File: src/rtl/cigf_pkg.sv
// Package for the fast pulse counter input glitch filter
package cigf_pkg;
	localparam int unsigned CIGF_CNT_W    = 16;
	localparam int unsigned CIGF_DIV_W    = 16;
	localparam logic [CIGF_CNT_W-1:0] CIGF_CNT_ZERO = 16'h0000;
	localparam logic [CIGF_CNT_W-1:0] CIGF_CNT_ONE  = 16'h0001;
	localparam logic [CIGF_DIV_W-1:0] CIGF_DIV_ZERO = 16'h0000;
	localparam logic [CIGF_DIV_W-1:0] CIGF_DIV_ONE  = 16'h0001;
	localparam logic                  CIGF_LVL_RST  = 1'b0;

	typedef struct packed {
		logic                  enable;
		logic [CIGF_DIV_W-1:0] div;
		logic [CIGF_CNT_W-1:0] samples;
	} cigf_cfg_t;
endpackage : cigf_pkg

File: src/rtl/cigf_filter.sv
// Glitch filter between a fast counter input pin and its accumulator
//
// Overview of operation
// - Enabled filter uses divider and sample count
// - Sample input on each filter tick
// - Count ticks, clear counter at target
// - Stable level at target goes to accumulator
// - Level change restarts the sample counter
// - Latency at least samples minus one times tick period
`timescale 1ns/1ns
module cigf_filter
	import cigf_pkg::*;
(
	// Clock and reset
	input  wire logic      i_mclk,
	input  wire logic      i_rstn,
	// Configuration
	input  wire cigf_cfg_t i_cfg,
	// Pulse input pin
	input  wire logic      i_pin,
	// Filtered level to accumulator and filter tick
	output logic           o_level,
	output logic           o_tick
);
	logic                  sync_a;
	logic                  sync_b;
	logic                  next_sync_a;
	logic                  next_sync_b;
	logic [CIGF_DIV_W-1:0] div_tgt;
	logic [CIGF_CNT_W-1:0] cnt_tgt;
	logic [CIGF_CNT_W-1:0] cnt_inc;
	logic [CIGF_DIV_W-1:0] div_cnt;
	logic [CIGF_DIV_W-1:0] next_div_cnt;
	logic                  next_tick;
	logic                  samp;
	logic                  next_samp;
	logic [CIGF_CNT_W-1:0] cnt;
	logic [CIGF_CNT_W-1:0] next_cnt;
	logic                  next_level;

	// Treat zero settings as one so the filter never stalls
	function automatic logic [CIGF_DIV_W-1:0] cigf_min1(
		input logic [CIGF_DIV_W-1:0] v);
		cigf_min1 = (v == CIGF_DIV_ZERO) ? CIGF_DIV_ONE : v;
	endfunction : cigf_min1

	// Two-stage pin synchronizer; only the second stage feeds logic
	always_comb begin
		next_sync_a = i_pin;
		next_sync_b = sync_a;
	end

	always_ff @(posedge i_mclk or negedge i_rstn) begin
		if (!i_rstn) begin
			sync_a <= CIGF_LVL_RST;
			sync_b <= CIGF_LVL_RST;
		end else begin
			sync_a <= next_sync_a;
			sync_b <= next_sync_b;
		end
	end

	// Filter tick divider
	always_comb begin
		div_tgt      = cigf_min1(i_cfg.div);
		next_div_cnt = div_cnt + CIGF_DIV_ONE;
		next_tick    = 1'b0;
		if (div_cnt >= div_tgt - CIGF_DIV_ONE) begin
			next_div_cnt = CIGF_DIV_ZERO;
			next_tick    = 1'b1;
		end
	end

	always_ff @(posedge i_mclk or negedge i_rstn) begin
		if (!i_rstn) begin
			div_cnt <= CIGF_DIV_ZERO;
			o_tick  <= 1'b0;
		end else begin
			div_cnt <= next_div_cnt;
			o_tick  <= next_tick;
		end
	end

	// Sample qualifier
	always_comb begin
		cnt_tgt    = cigf_min1(i_cfg.samples);
		cnt_inc    = cnt + CIGF_CNT_ONE;
		next_samp  = samp;
		next_cnt   = cnt;
		next_level = o_level;
		if (!i_cfg.enable) begin
			next_level = sync_b;
			next_samp  = sync_b;
			next_cnt   = CIGF_CNT_ZERO;
		end else if (o_tick) begin
			next_samp = sync_b;
			if (sync_b != samp) begin
				next_cnt = CIGF_CNT_ONE;
				// A one-sample target qualifies on the first sample
				if (cnt_tgt == CIGF_CNT_ONE) begin
					next_cnt   = CIGF_CNT_ZERO;
					next_level = sync_b;
				end
			end else if (cnt_inc >= cnt_tgt) begin
				// only after target ticks of stability
				next_cnt   = CIGF_CNT_ZERO;
				next_level = sync_b;
			end else begin
				next_cnt = cnt_inc;
			end
		end
	end

	always_ff @(posedge i_mclk or negedge i_rstn) begin
		if (!i_rstn) begin
			samp    <= CIGF_LVL_RST;
			cnt     <= CIGF_CNT_ZERO;
			o_level <= CIGF_LVL_RST;
		end else begin
			samp    <= next_samp;
			cnt     <= next_cnt;
			o_level <= next_level;
		end
	end

	a_fwd_matches: assert property (
		@(posedge i_mclk) disable iff (!i_rstn)
		i_cfg.enable && $past(i_cfg.enable) && $changed(o_level) |->
		o_level == samp)
		else $error("forwarded level differs from sample");

	a_change_restart: assert property (
		@(posedge i_mclk) disable iff (!i_rstn)
		i_cfg.enable && o_tick && sync_b != samp &&
		cigf_min1(i_cfg.samples) > CIGF_CNT_ONE |=> cnt == CIGF_CNT_ONE)
		else $error("counter not restarted on change");

	a_cnt_bound: assert property (
		@(posedge i_mclk) disable iff (!i_rstn)
		i_cfg.enable && o_tick |=>
		!$stable(i_cfg) || cnt < cigf_min1(i_cfg.samples))
		else $error("sample counter past target");

	a_level_hold: assert property (
		@(posedge i_mclk) disable iff (!i_rstn)
		i_cfg.enable && $past(i_cfg.enable) && !$past(o_tick) |->
		$stable(o_level))
		else $error("level moved without tick");

	a_min_latency: assert property (
		@(posedge i_mclk) disable iff (!i_rstn)
		i_cfg.enable && $past(i_cfg.enable) && $changed(o_level) |->
		$past(cnt) + CIGF_CNT_ONE >= cigf_min1($past(i_cfg.samples)))
		else $error("level forwarded too early");

	a_bypass: assert property (
		@(posedge i_mclk) disable iff (!i_rstn)
		!i_cfg.enable |=> o_level == $past(sync_b))
		else $error("bypass level wrong");

	a_bypass_clear: assert property (
		@(posedge i_mclk) disable iff (!i_rstn)
		!i_cfg.enable |=> cnt == CIGF_CNT_ZERO)
		else $error("counter not cleared in bypass");

	a_sample_tick: assert property (
		@(posedge i_mclk) disable iff (!i_rstn)
		i_cfg.enable && o_tick |=> samp == $past(sync_b))
		else $error("sample not captured on tick");

	a_sample_hold: assert property (
		@(posedge i_mclk) disable iff (!i_rstn)
		i_cfg.enable && !o_tick |=> $stable(samp))
		else $error("sample moved without tick");

	a_tick_single: assert property (
		@(posedge i_mclk) disable iff (!i_rstn)
		i_cfg.div > CIGF_DIV_ONE && $stable(i_cfg.div) && o_tick |=> !o_tick)
		else $error("ticks too close");

	a_tick_every: assert property (
		@(posedge i_mclk) disable iff (!i_rstn)
		$past(i_rstn) && $past(i_cfg.div) <= CIGF_DIV_ONE |-> o_tick)
		else $error("tick missing at divide by one");

	c_forward_high: cover property (@(posedge i_mclk) disable iff (!i_rstn)
		i_cfg.enable && $rose(o_level));
	c_forward_low: cover property (@(posedge i_mclk) disable iff (!i_rstn)
		i_cfg.enable && $fell(o_level));
	c_restart: cover property (@(posedge i_mclk) disable iff (!i_rstn)
		i_cfg.enable && o_tick && sync_b != samp && cnt != CIGF_CNT_ZERO);
	c_bypass_follow: cover property (@(posedge i_mclk) disable iff (!i_rstn)
		!i_cfg.enable && $changed(o_level));
	c_one_sample: cover property (@(posedge i_mclk) disable iff (!i_rstn)
		i_cfg.enable && i_cfg.samples <= CIGF_CNT_ONE && $changed(o_level));
endmodule : cigf_filter

File: config.mk
export PLATFORM = sky130hd
export DESIGN_NAME = cigf_filter
export DESIGN_NICKNAME = d
export VERILOG_FILES = /design/src/rtl/cigf_pkg.sv /design/src/rtl/cigf_filter.sv
export SDC_FILE = /design/constraint.sdc
export NUM_CORES = 1
export LEC_CHECK = 0
export BUFFER_PORTS_ARGS = -buffer_cell sky130_fd_sc_hd__buf_2
export CAP_MARGIN = 20
export CORE_MARGIN = 4
export CORE_UTILIZATION = 63
export CTS_CLUSTER_SIZE = 25
export DETAILED_ROUTE_END_ITERATION = 6
export PLACE_DENSITY = 0.83
export SLEW_MARGIN = 0
export SYNTH_ARGS = -nofsm -noshare
export SYNTH_HDL_FRONTEND = slang
export SYNTH_SLANG_ARGS = --single-unit
export TNS_END_PERCENT = 20
File: constraint.sdc
create_clock -name i_mclk -period 10.15 [get_ports i_mclk]
set_input_delay 1.015 -clock i_mclk [delete_from_list [all_inputs] [get_ports i_mclk]]
set_output_delay 1.015 -clock i_mclk [all_outputs]
set_load 0.02 [all_outputs]
==> metrics.log <==
INFO  metric rsz0062_at_grt = no
INFO  metric clock-sinks = 37
INFO  metric worst_ir_drop_vdd = 0.112 mV
INFO  metric clock_tree.buffer_depth = 2
INFO  metric synth_seq_area_share = 0.318
INFO  metric r2r_setup_slack = around 6000 ps
INFO  metric num_rows = 24
INFO  metric route.detailed.drc = 0
INFO  metric synth_xor_xnor_area_share = 0.114
INFO  metric synth_simple_gate_area_share = 0.260
INFO  metric power.share.sequential = 0.465
INFO  metric grtUsageTotal = 0.211
INFO  metric netlist-cell-type-count = 37
INFO  metric cpPeakStageDelay = approximately 560 ps
INFO  metric hold-path-endpoint = sync_b
INFO  metric max_clock_freq = between 200 and 250 MHz
INFO  metric most_common_cell_after_layout_fill_and_taps_aside = sky130_fd_sc_hd__nand2_1
INFO  metric whs_path_depth = 0
INFO  metric initial_antenna_violation_count = 0
INFO  metric min-delay-start = next_sync_b
INFO  metric worst-endpoint-required = around 10,000 ps
INFO  metric skew_pair_late_insertion_delay = 290 ps
INFO  metric finalCritPeriodShare = 0.453
INFO  metric yosys.area_share.adder = 0.150
INFO  metric timing.critical_path.max_delay_family = simple AND/OR/NAND/NOR gates
INFO  metric path_buf_inv = 1
INFO  metric postSynthNetCount = about 420
INFO  metric netSwitchingFraction = 0.289
INFO  metric tritoncts_clock_tree = done
INFO  metric worstMarginPinSlew = approximately 970 ps
INFO  metric drtPass1Iterations = 4
INFO  metric place.port_buffers = 37
INFO  metric synth_top_family_by_area = simple AND/OR/NAND/NOR gates
INFO  metric power_density = ~120 nW/um^2
INFO  metric fillCellCount = ~350
INFO  metric yosys_warnings = 0
INFO  metric detailedPlacementHpwl = around 4.7 mm
INFO  metric detail_route.wirelength = just under 6 mm
INFO  metric top_flip_flop_cell_by_instance_count_after_synthesis = sky130_fd_sc_hd__dfrtp_1
INFO  metric num_antenna_cells = 0
INFO  metric reg2reg_to = cnt[11]
INFO  metric clock_skew = 3.89 ps
INFO  metric synth_area = a little under 3000 um^2
INFO  metric report.final.hold_viol_count = 0
INFO  metric vias_in_the_first_global_route = 2,370
INFO  metric rr_worst_depth = 13
INFO  metric post_cts_resized = 0
INFO  metric dieHeight = ~76 um
INFO  metric internal_dissipation = 275 uW
INFO  metric cts_buffers = 5
INFO  metric avgSynthCellArea = approximately 8.4 um^2
INFO  metric synth_compound_gate_area_share = 0.112
INFO  metric initial_core_util = 0.660
INFO  metric globalplace.congestion = 0.846
INFO  metric layout-area-overhead-vs-synth = 11.7%
INFO  metric setup-violations-final = 0
INFO  metric design.core.area = 4410 um^2
INFO  metric regToRegStartpoint = cnt[0]
INFO  metric global_route.overflow_total = 0
INFO  metric avgRoutedWirePerCell = around 14 um
INFO  metric ant_nets = 0
INFO  metric total_switching_power = about 110 uW
INFO  metric timing.critical_path.arrival = ~4800 ps
INFO  metric hold_fix_buffers_at_cts = 0
INFO  metric final_nets = 453
INFO  metric drv_cap = 0
INFO  metric setup_tns_final = 0 ps
INFO  metric grt_first_pass_wirelength = 10.4 mm
INFO  metric grt_start_max_net_pins = 38
INFO  metric vias_per_cell = 5.69
INFO  metric yosysTopAreaCell = sky130_fd_sc_hd__dfrtp_1
INFO  metric place_ws = 5270 ps
INFO  metric worst-path-max-fanout = 17
INFO  metric synth_mux_area_frac = 0.00344
INFO  metric outcome = complete, no violations
INFO  metric yosys-top-cells-area = sky130_fd_sc_hd__dfrtp_1 32%, sky130_fd_sc_hd__ha_1 15%, sky130_fd_sc_hd__xor2_1 6.0%
INFO  metric ys_ff_latch = 37
INFO  metric worst_slew_margin_rel = 0.351
INFO  metric power.leakage = about 1.7 nW
INFO  metric syn-instance-count = approximately 350
INFO  metric holdCritPathClass = reg2reg
INFO  metric cts_htree_levels = 2
INFO  metric timing.critical_path.to_type = flip-flop
INFO  metric library_cell_contributing_the_largest_single_delay_on_the_critical_path = sky130_fd_sc_hd__a211o_1
INFO  metric comb_power_share = 0.188
INFO  metric layout_min_cycle_time = about 4600 ps
INFO  metric drv_slew = 0
INFO  metric mostFrequentLayoutCells = 43 x sky130_fd_sc_hd__nand2_1, 37 x sky130_fd_sc_hd__dfrtp_1, 37 x sky130_fd_sc_hd__buf_2
INFO  metric design.portCount = 38
INFO  metric ys_async_sr_fraction = 1.00
INFO  metric worst_path_most_repeated_cell = sky130_fd_sc_hd__nor2_1
INFO  metric critPathLaunchType = input pin
INFO  metric clk_pin_slew = approximately 80 ps
INFO  metric fraction_of_layout_instances_using_a_drive_strength_above_1 = 0.123
INFO  metric timing.critical_path.cells = buf_2 > or4_1 > or3_1 > nor3_1 > nand2_1 > nor2_1 > nor2_1 > ha_1 > nor3b_1 > nand2_1 > nor3_1 > xnor2_1 > ha_1 > nand4_1 > a2111oi_0 > a211o_1 > nor2_1
INFO  metric pwr-share-clk = 0.347
INFO  metric synthDominantCellAreaShare = 0.318
INFO  metric routed-via-count = around 2,500
INFO  metric critPathKind = in2reg
INFO  metric clock-root-buffer = sky130_fd_sc_hd__clkbuf_8
INFO  metric detail_route.iter0.violations = 186
INFO  metric die_width = 76.0 um
INFO  metric post_synth_edffs = 0
INFO  metric die_area = ~5800 um^2
INFO  metric postCtsSetupRepairBufs = 0
INFO  metric setup_slack = 5550 ps
[layout make-up]
| class | instances | area [um^2] | area share |
|---|---|---|---|
| multi-input cells | 276 | 1860 | 0.573 |
| flip-flops and latches | 37 | 926 | 0.285 |
| repair buffers | 37 | 185 | 0.0569 |
| inverters | 25 | 93.8 | 0.0288 |
| clock buffers | 6 | 82.6 | 0.0254 |
| well taps | 52 | 65.1 | 0.0200 |
| clock inverters | 2 | 37.5 | 0.0115 |
[kinds of logic (layout without fill, tap and decap cells)]
logic type / Yosys count / after routing
and+or+nand+nor: 151 / 151
DFF: 37 / 37
xor gates and xnor gates: 38 / 38
buffers and inverters: 32 / 70
muxes: 1 / 1
AOI/OAI and AO/OA: 51 / 51
adders and majority gates: 35 / 35
[power groups by stage]
stage	registers, mW	logic (mW)	clock network (mW)
floorplan	0.177	0.0485	0
global placement	0.181	0.0695	0
detailed placement	0.182	0.0724	0
CTS	0.179	0.0730	0.136
global route	0.183	0.0853	0.144
finish	0.180	0.0728	0.134
[synth_stat cells, types with 8 or more instances]
| master | instances |
|---|---|
| sky130_fd_sc_hd__nand2_1 | 43 |
| sky130_fd_sc_hd__dfrtp_1 | 37 |
| sky130_fd_sc_hd__ha_1 | 35 |
| sky130_fd_sc_hd__nor2_1 | 32 |
| sky130_fd_sc_hd__inv_1 | 25 |
| sky130_fd_sc_hd__xor2_1 | 20 |
| sky130_fd_sc_hd__xnor2_1 | 18 |
| sky130_fd_sc_hd__a21oi_1 | 16 |
| sky130_fd_sc_hd__nand3_1 | 14 |
| sky130_fd_sc_hd__a21o_1 | 11 |
| sky130_fd_sc_hd__nand4_1 | 11 |
| sky130_fd_sc_hd__o21ai_0 | 11 |
| sky130_fd_sc_hd__nand2b_1 | 8 |
[per-stage QoR]
stage | std cells | cell area [um^2] | hold WS, ps | total power [mW] | utilization
global route | 435 | 3250 | 392 | 0.412 | 0.737
CTS | 435 | 3250 | 373 | 0.388 | 0.737
floorplan | 345 | 2910 | 331 | 0.226 | -
detailed placement | 427 | 3130 | 348 | 0.254 | 0.710
finish | 435 | 3250 | 373 | 0.387 | 0.737
global placement | 427 | 3130 | 345 | 0.251 | 0.710
[metal layers]
metal	vias up	global-route usage	routed length, um
met5	-	0	0
met4	0	0.0534	76
met3	13	0.0414	315
met2	45	0.330	2770
met1	1139	0.299	2790
li1	1279	-	-
[worst max-delay path by stage]
stage               from          end  depth (start not counted)
6_report       i_cfg[27]   div_cnt[6]                         17
5_1_grt        i_cfg[27]  div_cnt[13]                         17
3_3_place_gp   i_cfg[27]  div_cnt[13]                         17
2_1_floorplan  i_cfg[27]  div_cnt[10]                         18
4_1_cts        i_cfg[27]   div_cnt[6]                         17
3_5_place_dp   i_cfg[27]  div_cnt[13]                         17
[flip-flops by register name, summed over array words and instances (netlist names)]
register     count
cnt             16
samp             1
o_level          1
sync_b           1
div_cnt         16
next_sync_b      1
o_tick           1
Power figures use the tool's default switching activity.
